### src/calb_cfg.svh
`ifndef CALB_CFG_SVH
`define CALB_CFG_SVH

// Register addresses
`define CALB_ADDR_AUTOCAL 8'h83
`define CALB_ADDR_CLEAR 8'h84
`define CALB_ADDR_LS0_GAIN 8'hA0
`define CALB_ADDR_LS0_OFFSET 8'hA1
`define CALB_ADDR_LS1_GAIN 8'hA2
`define CALB_ADDR_LS1_OFFSET 8'hA3
`define CALB_ADDR_HS10M_GAIN 8'hA4
`define CALB_ADDR_HS10M_OFFSET 8'hA5
`define CALB_ADDR_HS1M_GAIN 8'hA6
`define CALB_ADDR_HS1M_OFFSET 8'hA7

// Calibration word table layout
`define CALB_WORD_BASE 8'hA0
`define CALB_NUM_WORDS 8
`define CALB_NUM_AUTO 4
`define CALB_IDX_W 3

// Keys, markers and encodings
`define CALB_KEY 32'h4321ABCD
`define CALB_UNCAL 32'h0FFFFFFF
`define CALB_UNITY_GAIN 32'h00004000
`define CALB_HS_OFFSET_BIAS 32'h00004000
`define CALB_ZERO_WORD 32'h00000000
`define CALB_GAIN_SHIFT 14

// Timing
`define CALB_CLK_HZ 10000000
`define CALB_CAL_LIMIT_S 60

`endif

### src/calb_pkg.sv
package calb_pkg;

  // One 32-bit register word
  typedef logic [31:0] calb_word_t;

  // Measurement path selector for the correction stage
  typedef enum logic [1:0] {
    CALB_RANGE_LS_CH0,
    CALB_RANGE_LS_CH1,
    CALB_RANGE_HS_10M,
    CALB_RANGE_HS_1M
  } calb_range_t;

  // Auto calibration sequencer states
  typedef enum logic [1:0] {
    CALB_SEQ_IDLE,
    CALB_SEQ_REQ,
    CALB_SEQ_WAIT
  } calb_seq_t;

endpackage

### src/calb_correct.sv
`timescale 1ns/10ps
`default_nettype none
`include "calb_cfg.svh"

module calb_correct #(
  parameter int SAMPLE_W = 24
) (
  // Clock and reset
  input wire logic clock,
  input wire logic rstN,
  // Raw sample
  input wire logic inValid,
  input wire logic signed [SAMPLE_W-1:0] inSample,
  // Selected calibration words
  input wire calb_pkg::calb_word_t gainWord,
  input wire calb_pkg::calb_word_t offsetWord,
  input wire calb_pkg::calb_word_t offsetBias,
  // Corrected sample
  output logic outValid,
  output logic signed [SAMPLE_W-1:0] outSample
);
  import calb_pkg::*;

  if (SAMPLE_W < 8 || SAMPLE_W > 32) begin : gBadWidth
    $error("calb_correct: SAMPLE_W must be 8 to 32");
  end

  logic signed [33:0] offsetEff;
  logic [31:0] gainEff;
  logic signed [33:0] diff_r;
  logic [31:0] gain_r;
  logic valid_r;
  logic signed [66:0] product;

  // Uncalibrated words fall back to unity gain and zero offset
  always_comb begin
    if (offsetWord == `CALB_UNCAL) begin
      offsetEff = '0;
    end else begin
      offsetEff = $signed({2'b00, offsetWord}) - $signed({2'b00, offsetBias});
    end
    if (gainWord == `CALB_UNCAL) begin
      gainEff = `CALB_UNITY_GAIN;
    end else begin
      gainEff = gainWord;
    end
  end

  // Stage one: remove offset
  always_ff @(posedge clock or negedge rstN) begin
    if (!rstN) begin
      diff_r <= '0;
      gain_r <= '0;
      valid_r <= 1'b0;
    end else begin
      valid_r <= inValid;
      if (inValid) begin
        diff_r <= 34'(inSample) - offsetEff;
        gain_r <= gainEff;
      end
    end
  end

  // Gain is Q18.14, so unity is one shifted by the gain shift
  assign product = 67'(diff_r) * $signed({35'h0, gain_r});

  // Stage two: scale; overflow wraps, callers keep gains sane
  always_ff @(posedge clock or negedge rstN) begin
    if (!rstN) begin
      outSample <= '0;
      outValid <= 1'b0;
    end else begin
      outValid <= valid_r;
      if (valid_r) begin
        outSample <= product[`CALB_GAIN_SHIFT +: SAMPLE_W];
      end
    end
  end

endmodule
`default_nettype wire

### src/calb_auto_seq.sv
`timescale 1ns/10ps
`default_nettype none
`include "calb_cfg.svh"

module calb_auto_seq #(
  parameter int unsigned CAL_TIMEOUT_CYC = `CALB_CAL_LIMIT_S * `CALB_CLK_HZ
) (
  // Clock and reset
  input wire logic clock,
  input wire logic rstN,
  // Control
  input wire logic start,
  input wire logic weConnected,
  output logic busy,
  output logic failed,
  // Measurement handshake
  output logic measReq,
  output logic [1:0] measIdx,
  input wire logic measDone,
  input wire calb_pkg::calb_word_t measResult,
  // Result write port
  output logic resWr,
  output logic [1:0] resIdx,
  output calb_pkg::calb_word_t resData
);
  import calb_pkg::*;

  if (CAL_TIMEOUT_CYC < 2) begin : gBadTimeout
    $error("calb_auto_seq: CAL_TIMEOUT_CYC must be at least 2");
  end

  localparam logic [31:0] TIMER_LAST = 32'(CAL_TIMEOUT_CYC - 1);
  localparam logic [1:0] LAST_IDX = 2'(`CALB_NUM_AUTO - 1);

  calb_seq_t state_r;
  logic [31:0] timer_r;

  // Sequence walks the four low speed words one measurement at a time
  always_ff @(posedge clock or negedge rstN) begin
    if (!rstN) begin
      state_r <= CALB_SEQ_IDLE;
      busy <= 1'b0;
      failed <= 1'b0;
      measReq <= 1'b0;
      measIdx <= '0;
      resWr <= 1'b0;
      resIdx <= '0;
      resData <= '0;
    end else begin
      measReq <= 1'b0;
      resWr <= 1'b0;
      case (state_r)
        CALB_SEQ_IDLE: begin
          if (start && weConnected) begin
            failed <= 1'b1;
          end else if (start) begin
            failed <= 1'b0;
            busy <= 1'b1;
            measIdx <= '0;
            state_r <= CALB_SEQ_REQ;
          end
        end
        CALB_SEQ_REQ: begin
          measReq <= 1'b1;
          state_r <= CALB_SEQ_WAIT;
        end
        CALB_SEQ_WAIT: begin
          // Abort keeps results already written; the rest stay as they were
          if (weConnected || timer_r == TIMER_LAST) begin
            failed <= 1'b1;
            busy <= 1'b0;
            state_r <= CALB_SEQ_IDLE;
          end else if (measDone) begin
            resWr <= 1'b1;
            resIdx <= measIdx;
            resData <= measResult;
            if (measIdx == LAST_IDX) begin
              busy <= 1'b0;
              state_r <= CALB_SEQ_IDLE;
            end else begin
              measIdx <= measIdx + 2'h1;
              state_r <= CALB_SEQ_REQ;
            end
          end
        end
        default: begin
          busy <= 1'b0;
          state_r <= CALB_SEQ_IDLE;
        end
      endcase
    end
  end

  // Run time budget, counted over the whole run
  always_ff @(posedge clock or negedge rstN) begin
    if (!rstN) begin
      timer_r <= '0;
    end else if (state_r == CALB_SEQ_IDLE) begin
      timer_r <= '0;
    end else if (timer_r != TIMER_LAST) begin
      timer_r <= timer_r + 32'h1;
    end
  end

endmodule
`default_nettype wire

### src/calb_register_bank.sv
// How it works
// Key at 0x83 starts auto calibration
// Calibration ends within 60 s, WE isolated
// Auto calibration never touches 1M/10M words
// Key at 0x84 clears auto calibrated words; ignored here while a run is busy
// Clear leaves 1M/10M words alone
// Word 0xA0 scales channel 0 low speed
// Word 0xA1 is channel 0 low speed offset
// Words 0xA2/0xA3 calibrate channel 1 low speed
// Word 0xA4 scales high speed 100 nA
// Word 0xA5 offset carries 0x4000 bias
// Word 0xA6 scales high speed 1 uA
// Word 0xA7 offset carries 0x4000 bias
// Uncalibrated gain marker means unity gain
// Uncalibrated offset marker means zero offset
// Host should avoid recalibrating factory units
// Wrong key triggers and clears nothing
// Host writes with S, reads with G
`timescale 1ns/10ps
`default_nettype none
`include "calb_cfg.svh"

module calb_register_bank #(
  parameter int SAMPLE_W = 24,
  parameter int unsigned CAL_TIMEOUT_CYC = `CALB_CAL_LIMIT_S * `CALB_CLK_HZ
) (
  // Clock and reset
  input wire logic clock,
  input wire logic nrst,
  // Decoded set/get register commands
  input wire logic regWrStb,
  input wire logic regRdStb,
  input wire logic [7:0] regAddr,
  input wire calb_pkg::calb_word_t regWrData,
  output calb_pkg::calb_word_t regRdData,
  output logic regAck,
  output logic regErr,
  // Working electrode sense pin and isolation control
  input wire logic weSense,
  output logic weIsolate,
  // Auto calibration status
  output logic calBusy,
  output logic calFailed,
  // Measurement handshake to the analog chain
  output logic measReq,
  output logic [1:0] measIdx,
  input wire logic measDone,
  input wire calb_pkg::calb_word_t measResult,
  // Raw current samples
  input wire logic sampleValid,
  input wire calb_pkg::calb_range_t sampleRange,
  input wire logic signed [SAMPLE_W-1:0] sampleIn,
  // Corrected current samples
  output logic corrValid,
  output logic signed [SAMPLE_W-1:0] corrOut
);
  import calb_pkg::*;

  // Word positions in the table, taken from the register map
  localparam int IDX_LS0_GAIN = `CALB_ADDR_LS0_GAIN - `CALB_WORD_BASE;
  localparam int IDX_LS0_OFFSET = `CALB_ADDR_LS0_OFFSET - `CALB_WORD_BASE;
  localparam int IDX_LS1_GAIN = `CALB_ADDR_LS1_GAIN - `CALB_WORD_BASE;
  localparam int IDX_LS1_OFFSET = `CALB_ADDR_LS1_OFFSET - `CALB_WORD_BASE;
  localparam int IDX_HS10M_GAIN = `CALB_ADDR_HS10M_GAIN - `CALB_WORD_BASE;
  localparam int IDX_HS10M_OFFSET = `CALB_ADDR_HS10M_OFFSET - `CALB_WORD_BASE;
  localparam int IDX_HS1M_GAIN = `CALB_ADDR_HS1M_GAIN - `CALB_WORD_BASE;
  localparam int IDX_HS1M_OFFSET = `CALB_ADDR_HS1M_OFFSET - `CALB_WORD_BASE;

  // Elaboration checks; R3 and R5 hold only while dedicated words sit above the auto ones
  if (SAMPLE_W < 8 || SAMPLE_W > 32) begin : gBadSample
    $error("calb_register_bank: SAMPLE_W must be 8 to 32");
  end
  if (CAL_TIMEOUT_CYC < 2) begin : gBadTimeout
    $error("calb_register_bank: CAL_TIMEOUT_CYC must be at least 2");
  end
  if (`CALB_NUM_WORDS != (1 << `CALB_IDX_W)) begin : gBadTable
    $error("calb_register_bank: word table must fill its index");
  end
  if (IDX_LS1_OFFSET >= `CALB_NUM_AUTO || IDX_HS10M_GAIN < `CALB_NUM_AUTO) begin : gBadSplit
    $error("calb_register_bank: auto and dedicated words overlap");
  end

  // Reset release through two flops
  logic [1:0] rstPipe_r;
  logic rstN;

  always_ff @(posedge clock or negedge nrst) begin
    if (!nrst) begin
      rstPipe_r <= 2'b00;
    end else begin
      rstPipe_r <= {rstPipe_r[0], 1'b1};
    end
  end

  assign rstN = rstPipe_r[1];

  // Pin synchroniser for the electrode sense
  logic weSync1_r;
  logic weSync2_r;

  always_ff @(posedge clock or negedge rstN) begin
    if (!rstN) begin
      weSync1_r <= 1'b0;
      weSync2_r <= 1'b0;
    end else begin
      weSync1_r <= weSense;
      weSync2_r <= weSync1_r;
    end
  end

  // Address decode
  logic inTable;
  logic [`CALB_IDX_W-1:0] tableIdx;
  logic [7:0] tableOfs;
  logic isAutoCal;
  logic isClear;
  logic keyOk;
  logic anyStb;
  logic mappedAddr;

  assign tableOfs = regAddr - `CALB_WORD_BASE;
  assign inTable = (regAddr >= `CALB_ADDR_LS0_GAIN) && (regAddr <= `CALB_ADDR_HS1M_OFFSET);
  assign tableIdx = tableOfs[`CALB_IDX_W-1:0];
  assign isAutoCal = (regAddr == `CALB_ADDR_AUTOCAL);
  assign isClear = (regAddr == `CALB_ADDR_CLEAR);
  assign keyOk = (regWrData == `CALB_KEY);
  assign anyStb = regWrStb || regRdStb;
  assign mappedAddr = inTable || isAutoCal || isClear;

  // Trigger decode; only the exact key has any effect
  logic seqBusy;
  logic startCal;
  logic clearCal;

  assign startCal = regWrStb && isAutoCal && keyOk;
  // Clear is ignored during a run so a half filled table is never wiped midway
  assign clearCal = regWrStb && isClear && keyOk && !seqBusy;

  // Sequencer signals
  logic seqFailed;
  logic seqMeasReq;
  logic [1:0] seqMeasIdx;
  logic seqResWr;
  logic [1:0] seqResIdx;
  calb_word_t seqResData;

  calb_auto_seq #(
    .CAL_TIMEOUT_CYC(CAL_TIMEOUT_CYC)
  ) uSeq (
    .clock(clock),
    .rstN(rstN),
    .start(startCal),
    .weConnected(weSync2_r),
    .busy(seqBusy),
    .failed(seqFailed),
    .measReq(seqMeasReq),
    .measIdx(seqMeasIdx),
    .measDone(measDone),
    .measResult(measResult),
    .resWr(seqResWr),
    .resIdx(seqResIdx),
    .resData(seqResData)
  );

  // Run status, one flop each; isolation follows the run
  always_ff @(posedge clock or negedge rstN) begin
    if (!rstN) begin
      calBusy <= 1'b0;
      calFailed <= 1'b0;
      weIsolate <= 1'b0;
    end else begin
      calBusy <= seqBusy;
      calFailed <= seqFailed;
      weIsolate <= seqBusy;
    end
  end

  // Measurement handshake, retimed so the outputs leave a flop
  always_ff @(posedge clock or negedge rstN) begin
    if (!rstN) begin
      measReq <= 1'b0;
      measIdx <= '0;
    end else begin
      measReq <= seqMeasReq;
      measIdx <= seqMeasIdx;
    end
  end

  // Calibration word storage
  calb_word_t calWord_r [`CALB_NUM_WORDS];

  // One process per word; sequencer result beats a host write in the same cycle
  for (genvar i = 0; i < `CALB_NUM_WORDS; i++) begin : gWord
    // Auto words are the low speed ones; dedicated words never see the sequencer
    localparam bit IS_AUTO = (i < `CALB_NUM_AUTO);
    logic hostWr;
    logic seqWr;

    // Host and sequencer write enables for this word
    assign hostWr = regWrStb && inTable && (tableIdx == `CALB_IDX_W'(i));
    assign seqWr = IS_AUTO && seqResWr && ({1'b0, seqResIdx} == `CALB_IDX_W'(i));

    // Reset fills every word with the uncalibrated marker
    always_ff @(posedge clock or negedge rstN) begin
      if (!rstN) begin
        calWord_r[i] <= `CALB_UNCAL;
      end else if (seqWr) begin
        calWord_r[i] <= seqResData;
      end else if (IS_AUTO && clearCal) begin
        calWord_r[i] <= `CALB_UNCAL;
      end else if (hostWr) begin
        calWord_r[i] <= regWrData;
      end
    end
  end

  // Every strobe gets one ack a cycle later; unmapped addresses also flag an error
  always_ff @(posedge clock or negedge rstN) begin
    if (!rstN) begin
      regAck <= 1'b0;
      regErr <= 1'b0;
    end else begin
      regAck <= anyStb;
      regErr <= anyStb && !mappedAddr;
    end
  end

  // Read data is held until the next read
  always_ff @(posedge clock or negedge rstN) begin
    if (!rstN) begin
      regRdData <= `CALB_ZERO_WORD;
    end else if (regRdStb && inTable) begin
      regRdData <= calWord_r[tableIdx];
    end else if (regRdStb) begin
      // Trigger registers are write only and read as zero
      regRdData <= `CALB_ZERO_WORD;
    end
  end

  // Word selection per measurement path
  calb_word_t selGain;
  calb_word_t selOffset;
  calb_word_t selBias;

  always_comb begin
    case (sampleRange)
      CALB_RANGE_LS_CH0: begin
        selGain = calWord_r[IDX_LS0_GAIN];
        selOffset = calWord_r[IDX_LS0_OFFSET];
      end
      CALB_RANGE_LS_CH1: begin
        selGain = calWord_r[IDX_LS1_GAIN];
        selOffset = calWord_r[IDX_LS1_OFFSET];
      end
      CALB_RANGE_HS_10M: begin
        selGain = calWord_r[IDX_HS10M_GAIN];
        selOffset = calWord_r[IDX_HS10M_OFFSET];
      end
      CALB_RANGE_HS_1M: begin
        selGain = calWord_r[IDX_HS1M_GAIN];
        selOffset = calWord_r[IDX_HS1M_OFFSET];
      end
      default: begin
        selGain = `CALB_UNCAL;
        selOffset = `CALB_UNCAL;
      end
    endcase
  end

  // High speed offsets carry a bias that the low speed ones lack
  always_comb begin
    case (sampleRange)
      CALB_RANGE_HS_10M: begin
        selBias = `CALB_HS_OFFSET_BIAS;
      end
      CALB_RANGE_HS_1M: begin
        selBias = `CALB_HS_OFFSET_BIAS;
      end
      default: begin
        selBias = `CALB_ZERO_WORD;
      end
    endcase
  end

  // Correction pipeline; two cycles from sample to result
  calb_correct #(
    .SAMPLE_W(SAMPLE_W)
  ) uCorrect (
    .clock(clock),
    .rstN(rstN),
    .inValid(sampleValid),
    .inSample(sampleIn),
    .gainWord(selGain),
    .offsetWord(selOffset),
    .offsetBias(selBias),
    .outValid(corrValid),
    .outSample(corrOut)
  );

endmodule
`default_nettype wire

### config.mk
export PLATFORM = sky130hd
export DESIGN_NAME = calb_register_bank
export DESIGN_NICKNAME = d
export VERILOG_FILES = /design/src/calb_pkg.sv /design/src/calb_correct.sv /design/src/calb_auto_seq.sv /design/src/calb_register_bank.sv
export VERILOG_INCLUDE_DIRS = /design/src
export SDC_FILE = /design/constraint.sdc
export NUM_CORES = 2
export LEC_CHECK = 0
export BUFFER_PORTS_ARGS = -buffer_cell sky130_fd_sc_hd__buf_2
export CORE_ASPECT_RATIO = 0.8
export CORE_MARGIN = 3
export CORE_UTILIZATION = 70
export CTS_BUF_LIST = sky130_fd_sc_hd__clkbuf_8 sky130_fd_sc_hd__clkbuf_16
export CTS_CLUSTER_SIZE = 8
export DETAILED_ROUTE_END_ITERATION = 10
export HOLD_SLACK_MARGIN = 0.06
export PLACE_DENSITY_LB_ADDON = 0.2
export SLEW_MARGIN = 10
export SYNTH_ARGS = -nofsm -noshare
export SYNTH_HDL_FRONTEND = slang
export SYNTH_HIERARCHICAL = 1
export SYNTH_SLANG_ARGS = --single-unit
### constraint.sdc
create_clock -name clock -period 26.4 [get_ports clock]
set_input_delay 0 -clock clock [delete_from_list [all_inputs] [get_ports clock]]
set_output_delay 0 -clock clock [all_outputs]
set_load 0.01 [all_outputs]
== Word level (Yosys, flattened, before mapping) ==
Index checks and enable logic that the tools add are counted.

* Logic and storage cells: 171
* Register bits after elaboration: 465
* Output and inout bits: 65

* Multiplexer cells: 50
* Add/sub/neg operators: 5
* $mul: 1
* Magnitude comparators: 3
* Reduce and logical (&&, ||, !) cells: 45
* Bitwise operators: 3
* Equal/unequal tests: 32

{| class="wikitable"
|+ Operators by type and width
! operator !! count
|-
| 32-bit two-way mux || 19
|-
| 32-bit one-hot mux with 4 select lines || 2
|-
| 32-bit binary-select mux with 3-bit select || 1
|-
| 32-bit by 28-bit equality test with 1-bit output (second input constant) || 2
|-
| 34-bit by 33-bit multiplier with 38-bit output || 1
|-
| 34-bit two-way mux || 1
|-
| 24-bit by 34-bit subtractor with 34-bit output || 1
|-
| 32-bit by 15-bit subtractor with 33-bit output || 1
|-
| 32-bit by 1-bit adder with 32-bit output (second input constant) || 1
|-
| 32-bit by 30-bit equality test with 1-bit output (second input constant) || 1
|-
| 32-bit by 31-bit equality test with 1-bit output (second input constant) || 1
|-
| 32-bit by 30-bit inequality test with 1-bit output (second input constant) || 1
|-
| 1-bit logical AND || 22
|-
| 2-bit two-way mux || 9
|-
| 8-bit equality test (second input constant) || 2
|-
| 15-bit two-way mux || 1
|-
| 1-bit two-way mux || 13
|-
| 2-bit equality test (second input constant) || 6
|-
| 3-bit equality test (second input constant) || 4
|-
| 3-bit nonzero test || 4
|-
| 3-bit AND reduction || 3
|-
| 8-bit greater-or-equal comparator (second input constant) || 1
|-
| 8-bit <= comparator (second input constant) || 1
|-
| 2-bit inequality test (second input constant) || 4
|-
| other kinds (23) || 37
|}

== Longest topological paths before layout ==
* Word-level depth: 7
* Depth in mapped cells: 29
* Mapped depth without buffers: 27

== Cells and area by module ==
The synthesis kept the hierarchy.

{| class="wikitable"
|+ By module, submodules not included
! module !! seq. area each (um^2) !! area each (um^2) !! instances !! cells each
|-
| calb_correct || 2302.2 || 27979.3 || 1 || 3085
|-
| calb_register_bank || 7762.4 || 16166.8 || 1 || 1288
|-
| calb_auto_seq || 1851.8 || 3482.1 || 1 || 293
|}

== Worst setup path before layout ==
Ideal clock, no wire load.

* Kind: register to register
* From: reg uCorrect.diff_r[19]
* To: reg uCorrect.outSample[19]
* Required time: 26275 ps
* Period minus slack after synthesis: 7180 ps
* Library setup time: 125 ps
* Arrival: 7055 ps
* Slack: 19220 ps
* Stages on the path, launching flop included: 28
* Cell sequence: dfrtp_1 > clkbuf_1 > clkbuf_1 > and2_1 > fa_1 > inv_1 > fa_1 > inv_1 > fa_1 > inv_1 > fa_1 > inv_1 > fa_1 > fa_1 > fa_1 > inv_1 > fa_1 > inv_1 > ha_1 > a211oi_1 > o21ai_1 > a21o_1 > a31oi_1 > a31oi_1 > a21o_1 > a21o_1 > xor2_1 > mux2_2

* Cells in the longest elaborated chain, start to end: 1

{| class="wikitable"
|+ RTL lines
! item !! line !! text
|-
| start: declaration || calb_correct.sv:30 || <nowiki>logic signed [33:0] diff_r;</nowiki>
|-
| start signal: assignment || calb_correct.sv:58 || <nowiki>diff_r <= 34'(inSample) - offsetEff;</nowiki>
|-
| 34-bit by 33-bit multiplier with 38-bit output || calb_correct.sv:65 || <nowiki>assign product = 67'(diff_r) * $signed({35'h0, gain_r});</nowiki>
|-
| end signal: assignment || calb_correct.sv:75 || <nowiki>outSample <= product[`CALB_GAIN_SHIFT +: SAMPLE_W];</nowiki>
|-
| end: declaration || calb_correct.sv:20 || <nowiki>output logic signed [SAMPLE_W-1:0] outSample</nowiki>
|}

Every way passes these cells.
A chain may end at the register's enable or synchronous reset.

== Final worst setup path ==
* From: reg uCorrect.gain_r[1]
* To: reg uCorrect.outSample[19]

* Cells in the longest elaborated chain, start to end: 1

{| class="wikitable"
|+ RTL lines
! item !! line !! text
|-
| start: declaration || calb_correct.sv:31 || <nowiki>logic [31:0] gain_r;</nowiki>
|-
| start signal: assignment || calb_correct.sv:59 || <nowiki>gain_r <= gainEff;</nowiki>
|-
| 34-bit by 33-bit multiplier with 38-bit output || calb_correct.sv:65 ||
|}

Every way passes these cells.

==> impl_metrics.env <==
export IMPL_status="finished, final reports clean"
export IMPL_cts_tree="built"
export IMPL_clk_pin_slew_ns=0.05
export IMPL_intPower_uw=2620
export IMPL_ir_drop_uv=220
export IMPL_finish_net_count=5718
export IMPL_place_gp_congestion=0.992
export IMPL_synth_ff_type="dfrtp_1"
export IMPL_yosysSeqAreaShare=0.250
export IMPL_drive_above_1_share=0.197
export IMPL_synth_compound_gate_area_share=0.0758
export IMPL_routed_via_density=6.43
export IMPL_die_h_um=239
export IMPL_max_cap_violations=0
export IMPL_setup_viol=0
export IMPL_synth_simple_area_share=0.134
export IMPL_syn_avg_cell_area_um2=10.2
export IMPL_ys_warn_count=6
export IMPL_clockPowerShare=0.176
export IMPL_hold_path_class="in -> reg"
export IMPL_antenna_found_initial=2
export IMPL_worstPathRequired_ns=26.90
export IMPL_syn2layout_area_growth_pct=9.75
export IMPL_drc=0
export IMPL_synth_top_area_frac=0.247
export IMPL_crit_path_cell_trace="nand2_1 > fa_1 > inv_1 > fa_1 > fa_1 > inv_1 > fa_1 > inv_1 > fa_1 > ha_1 > fa_1 > inv_1 > fa_1 > inv_1 > ha_1 > a21oi_1 > nand2_1 > a2111oi_1 > or3_1 > a31oi_1 > a21o_1 > a21o_1 > xor2_1 > mux2_2"
export IMPL_grt_overflow_total=0
export IMPL_synth_top_family_by_area="adder cells"
export IMPL_crit_path_frequent_cell="fa_1"
export IMPL_cts_buffer_depth=3
export IMPL_final_max_slew_viol_count=0
export IMPL_wl_um=142000
export IMPL_worstMarginPinSlew_ns=1.37
export IMPL_synth_mux_area_frac=0.133
export IMPL_drtIter0Drc=4765
export IMPL_grt_pass1_wl_um=222000
export IMPL_cts_sinks=465
export IMPL_fin_util=0.786
export IMPL_fin_area_um2=52300
export IMPL_max_stage_delay_ns=1.02
export IMPL_period_minus_slack_ns=8.48
export IMPL_dieArea_um2=71200
export IMPL_synth_fa_ha_area_frac=0.299
export IMPL_synthArstFlopShare=1.00
export IMPL_detail_route_first_pass_iterations=6
export IMPL_grt_pass1_vias=38800
export IMPL_root_buffer="clkbuf_16"
export IMPL_ys_ff_latch=465
export IMPL_critPathCaptureType="register"
export IMPL_ant_nets=0
export IMPL_core_area_um2=66500
export IMPL_hold_viol_final=0
export IMPL_dieWidth_um=298
export IMPL_cp_start_kind="register"
export IMPL_critPathArrivalTime_ns=8.98
export IMPL_crit_slowest_cell="dfrtp_1"
export IMPL_h_tree_depth=3
export IMPL_slew_headroom=0.0814
export IMPL_worstSkewPairLatency_ns=0.62
export IMPL_synth_edf_count=0
export IMPL_power_density_nw_per_um2=92.5
export IMPL_clock_fmax_mhz=118
export IMPL_start_util=0.716
export IMPL_post_synth_num_cell_types=99
export IMPL_p_seq_frac=0.193
export IMPL_rows=84
export IMPL_comb_power_share=0.632
export IMPL_synthXorXnorAreaFrac=0.0261
export IMPL_dpl_cell_area_um2=49200
export IMPL_clock_skew_ns=0.0249
export IMPL_dp_hpwl_um=97100
export IMPL_syn_inst=4666
export IMPL_numCtsBuffers=69
export IMPL_crit_path_max_fanout=34
export IMPL_netSwitchingFraction=0.459
export IMPL_nFillCells=4185
export IMPL_p_switching_uw=2220
export IMPL_synth_area_um2=47600
export IMPL_rsz0062_at_grt="false"
export IMPL_ys_top_cells_by_area="fa_1, dfrtp_1, dfstp_2"
export IMPL_p_leak_uw=0.0243
export IMPL_grt_max_degree=169
export IMPL_tns_ns=0
export IMPL_postCtsSetupBuffers=0
export IMPL_post_route_period_util=0.321
export IMPL_worstSetupPathType="reg -> reg"
export IMPL_vias=37200
export IMPL_portBuffers=169
export IMPL_grt_usage=0.406
export IMPL_wl_per_cell_um=24.5
export IMPL_ioPinCount=170
export IMPL_synth_area_leader_cell="fa_1"
==> routing by layer <==
metal | up-vias | routed length (µm) | GRT usage | part of all wire
met1 | 18400 | 52200 | 0.544 | 0.37
met4 | 0 | 7470 | 0.175 | 0.053
li1 | 15400 | - | - | -
met5 | - | 0 | 0.00265 | 0
met3 | 603 | 21300 | 0.153 | 0.15
met2 | 2739 | 60600 | 0.599 | 0.43
==> layout by cell type, fill, tap and decap left out, types with 113 or more instances in the layout <==
cell type,n
inv_1,775
xnor2_1,113
fa_1,588
dfstp_2,224
buf_2,166
a21oi_1,190
mux2_2,183
ha_1,197
dfrtp_1,240
mux4_2,128
nand2_1,384
nor2_1,210
and2_1,415
==> worst max-delay path, delay by kind of cell, from the launching register on <==
| kind | cells | cell delay (ns) |
|---|---|---|
| DFF | 1 | 1.02 |
| AOI/OAI and AO/OA | 5 | 1.89 |
| and+or+nand+nor | 3 | 0.61 |
| xor gates and xnor gates | 1 | 0.14 |
| muxes | 1 | 0.27 |
| buffers and inverters | 5 | 0.26 |
| adders and majority gates | 9 | 4.14 |
==> per-stage QoR <==
step	cells	hold WS (ns)	power [µW]	worst slack (ns)
6_report	5783	0.0957	4840	17.92
5_1_grt	5782	0.142	5230	17.63
4_1_cts	5781	0.0649	4780	17.99
3_5_place_dp	5562	-0.212	3900	18.06
3_3_place_gp	5562	-0.214	3790	18.29
2_1_floorplan	4696	-0.296	3090	12.87
==> cell usage after synthesis, types with 5 or more instances <==
library cell	instances
a211o_1	6
a211oi_1	10
a21o_1	24
a21oi_1	191
a21oi_2	11
a22o_1	33
a31oi_1	75
and2_1	415
and3_1	6
and4_1	5
buf_1	34
buf_2	18
buf_6	6
clkbuf_1	220
clkbuf_2	5
dfrtp_1	241
dfstp_2	224
fa_1	588
ha_1	197
inv_1	734
mux2_2	183
mux2_4	30
mux2i_1	92
mux4_2	128
nand2_1	384
nand2b_1	10
nand3_1	33
nand4_1	28
nand4b_1	8
nor2_1	213
nor2b_1	14
nor3_1	35
nor3b_1	5
nor4_1	18
o211ai_1	7
o21a_1	24
o21ai_0	98
o21ai_1	16
o22ai_1	35
or2_2	8
or3_1	22
xnor2_1	113
xor2_1	29
==> power groups by stage <==
stage               Clock [µW]  Sequential (µW)  Combinational [µW]
global placement             0              927                2860
detailed placement           0              931                2970
floorplan                    0              877                2210
CTS                        849              922                3010
finish                     849              932                3050
global route               882              937                3410
==> kinds of logic after synthesis <==
| logic type | count (synthesis) |
|---|---|
| mux | 433 |
| fa+ha+maj | 785 |
| compound gates | 576 |
| xor+xnor | 142 |
| buf+inv | 1020 |
| flops | 465 |
| other cells | 2 |
| simple gates | 1243 |
==> area by class of cell <==
type / instances / area, µm² / area share
diodes: 2 / 5.00 / 0.0000957
clock buffers: 72 / 1780 / 0.0340
clock inverters: 49 / 299 / 0.00572
inverters: 735 / 2760 / 0.0528
multi-input cells: 3211 / 31900 / 0.611
flip-flops and latches: 465 / 11900 / 0.228
well taps: 903 / 1130 / 0.0216
repair buffers: 346 / 2440 / 0.0467
==> flip-flops by register name, summed over array words and instances, names as in the netlist, 24 cells and up <==
signal,cells
uSeq/timer_r,32
uSeq/resData,32
uCorrect/gain_r,32
regRdData,32
uCorrect/outSample,24
calWord_r,256
uCorrect/diff_r,34
==> path summary, 6_finish.rpt <==
kind                               startpoint                endpoint  slack [ns]  cells after the start
min in group asynchronous                nrst            rstPipe_r[1]        0.25                      3
max                        uCorrect/gain_r[1]  uCorrect/outSample[19]       17.92                     24
max in group asynchronous        rstPipe_r[1]          calWord_r[124]       23.29                      3
max reg2reg                uCorrect/gain_r[1]  uCorrect/outSample[19]       17.92                     24
min reg2reg                      rstPipe_r[1]        uSeq/resData[20]        0.27                      0
min                              sampleIn[18]     uCorrect/diff_r[18]         0.1                      4
==> what timing repair did <==
action | in CTS | in global routing
endpoints found under the hold margin | 329 | 0
hold buffers | 98 | 0
gates resized for setup | 0 | 0
Power figures use the tool's default switching activity.
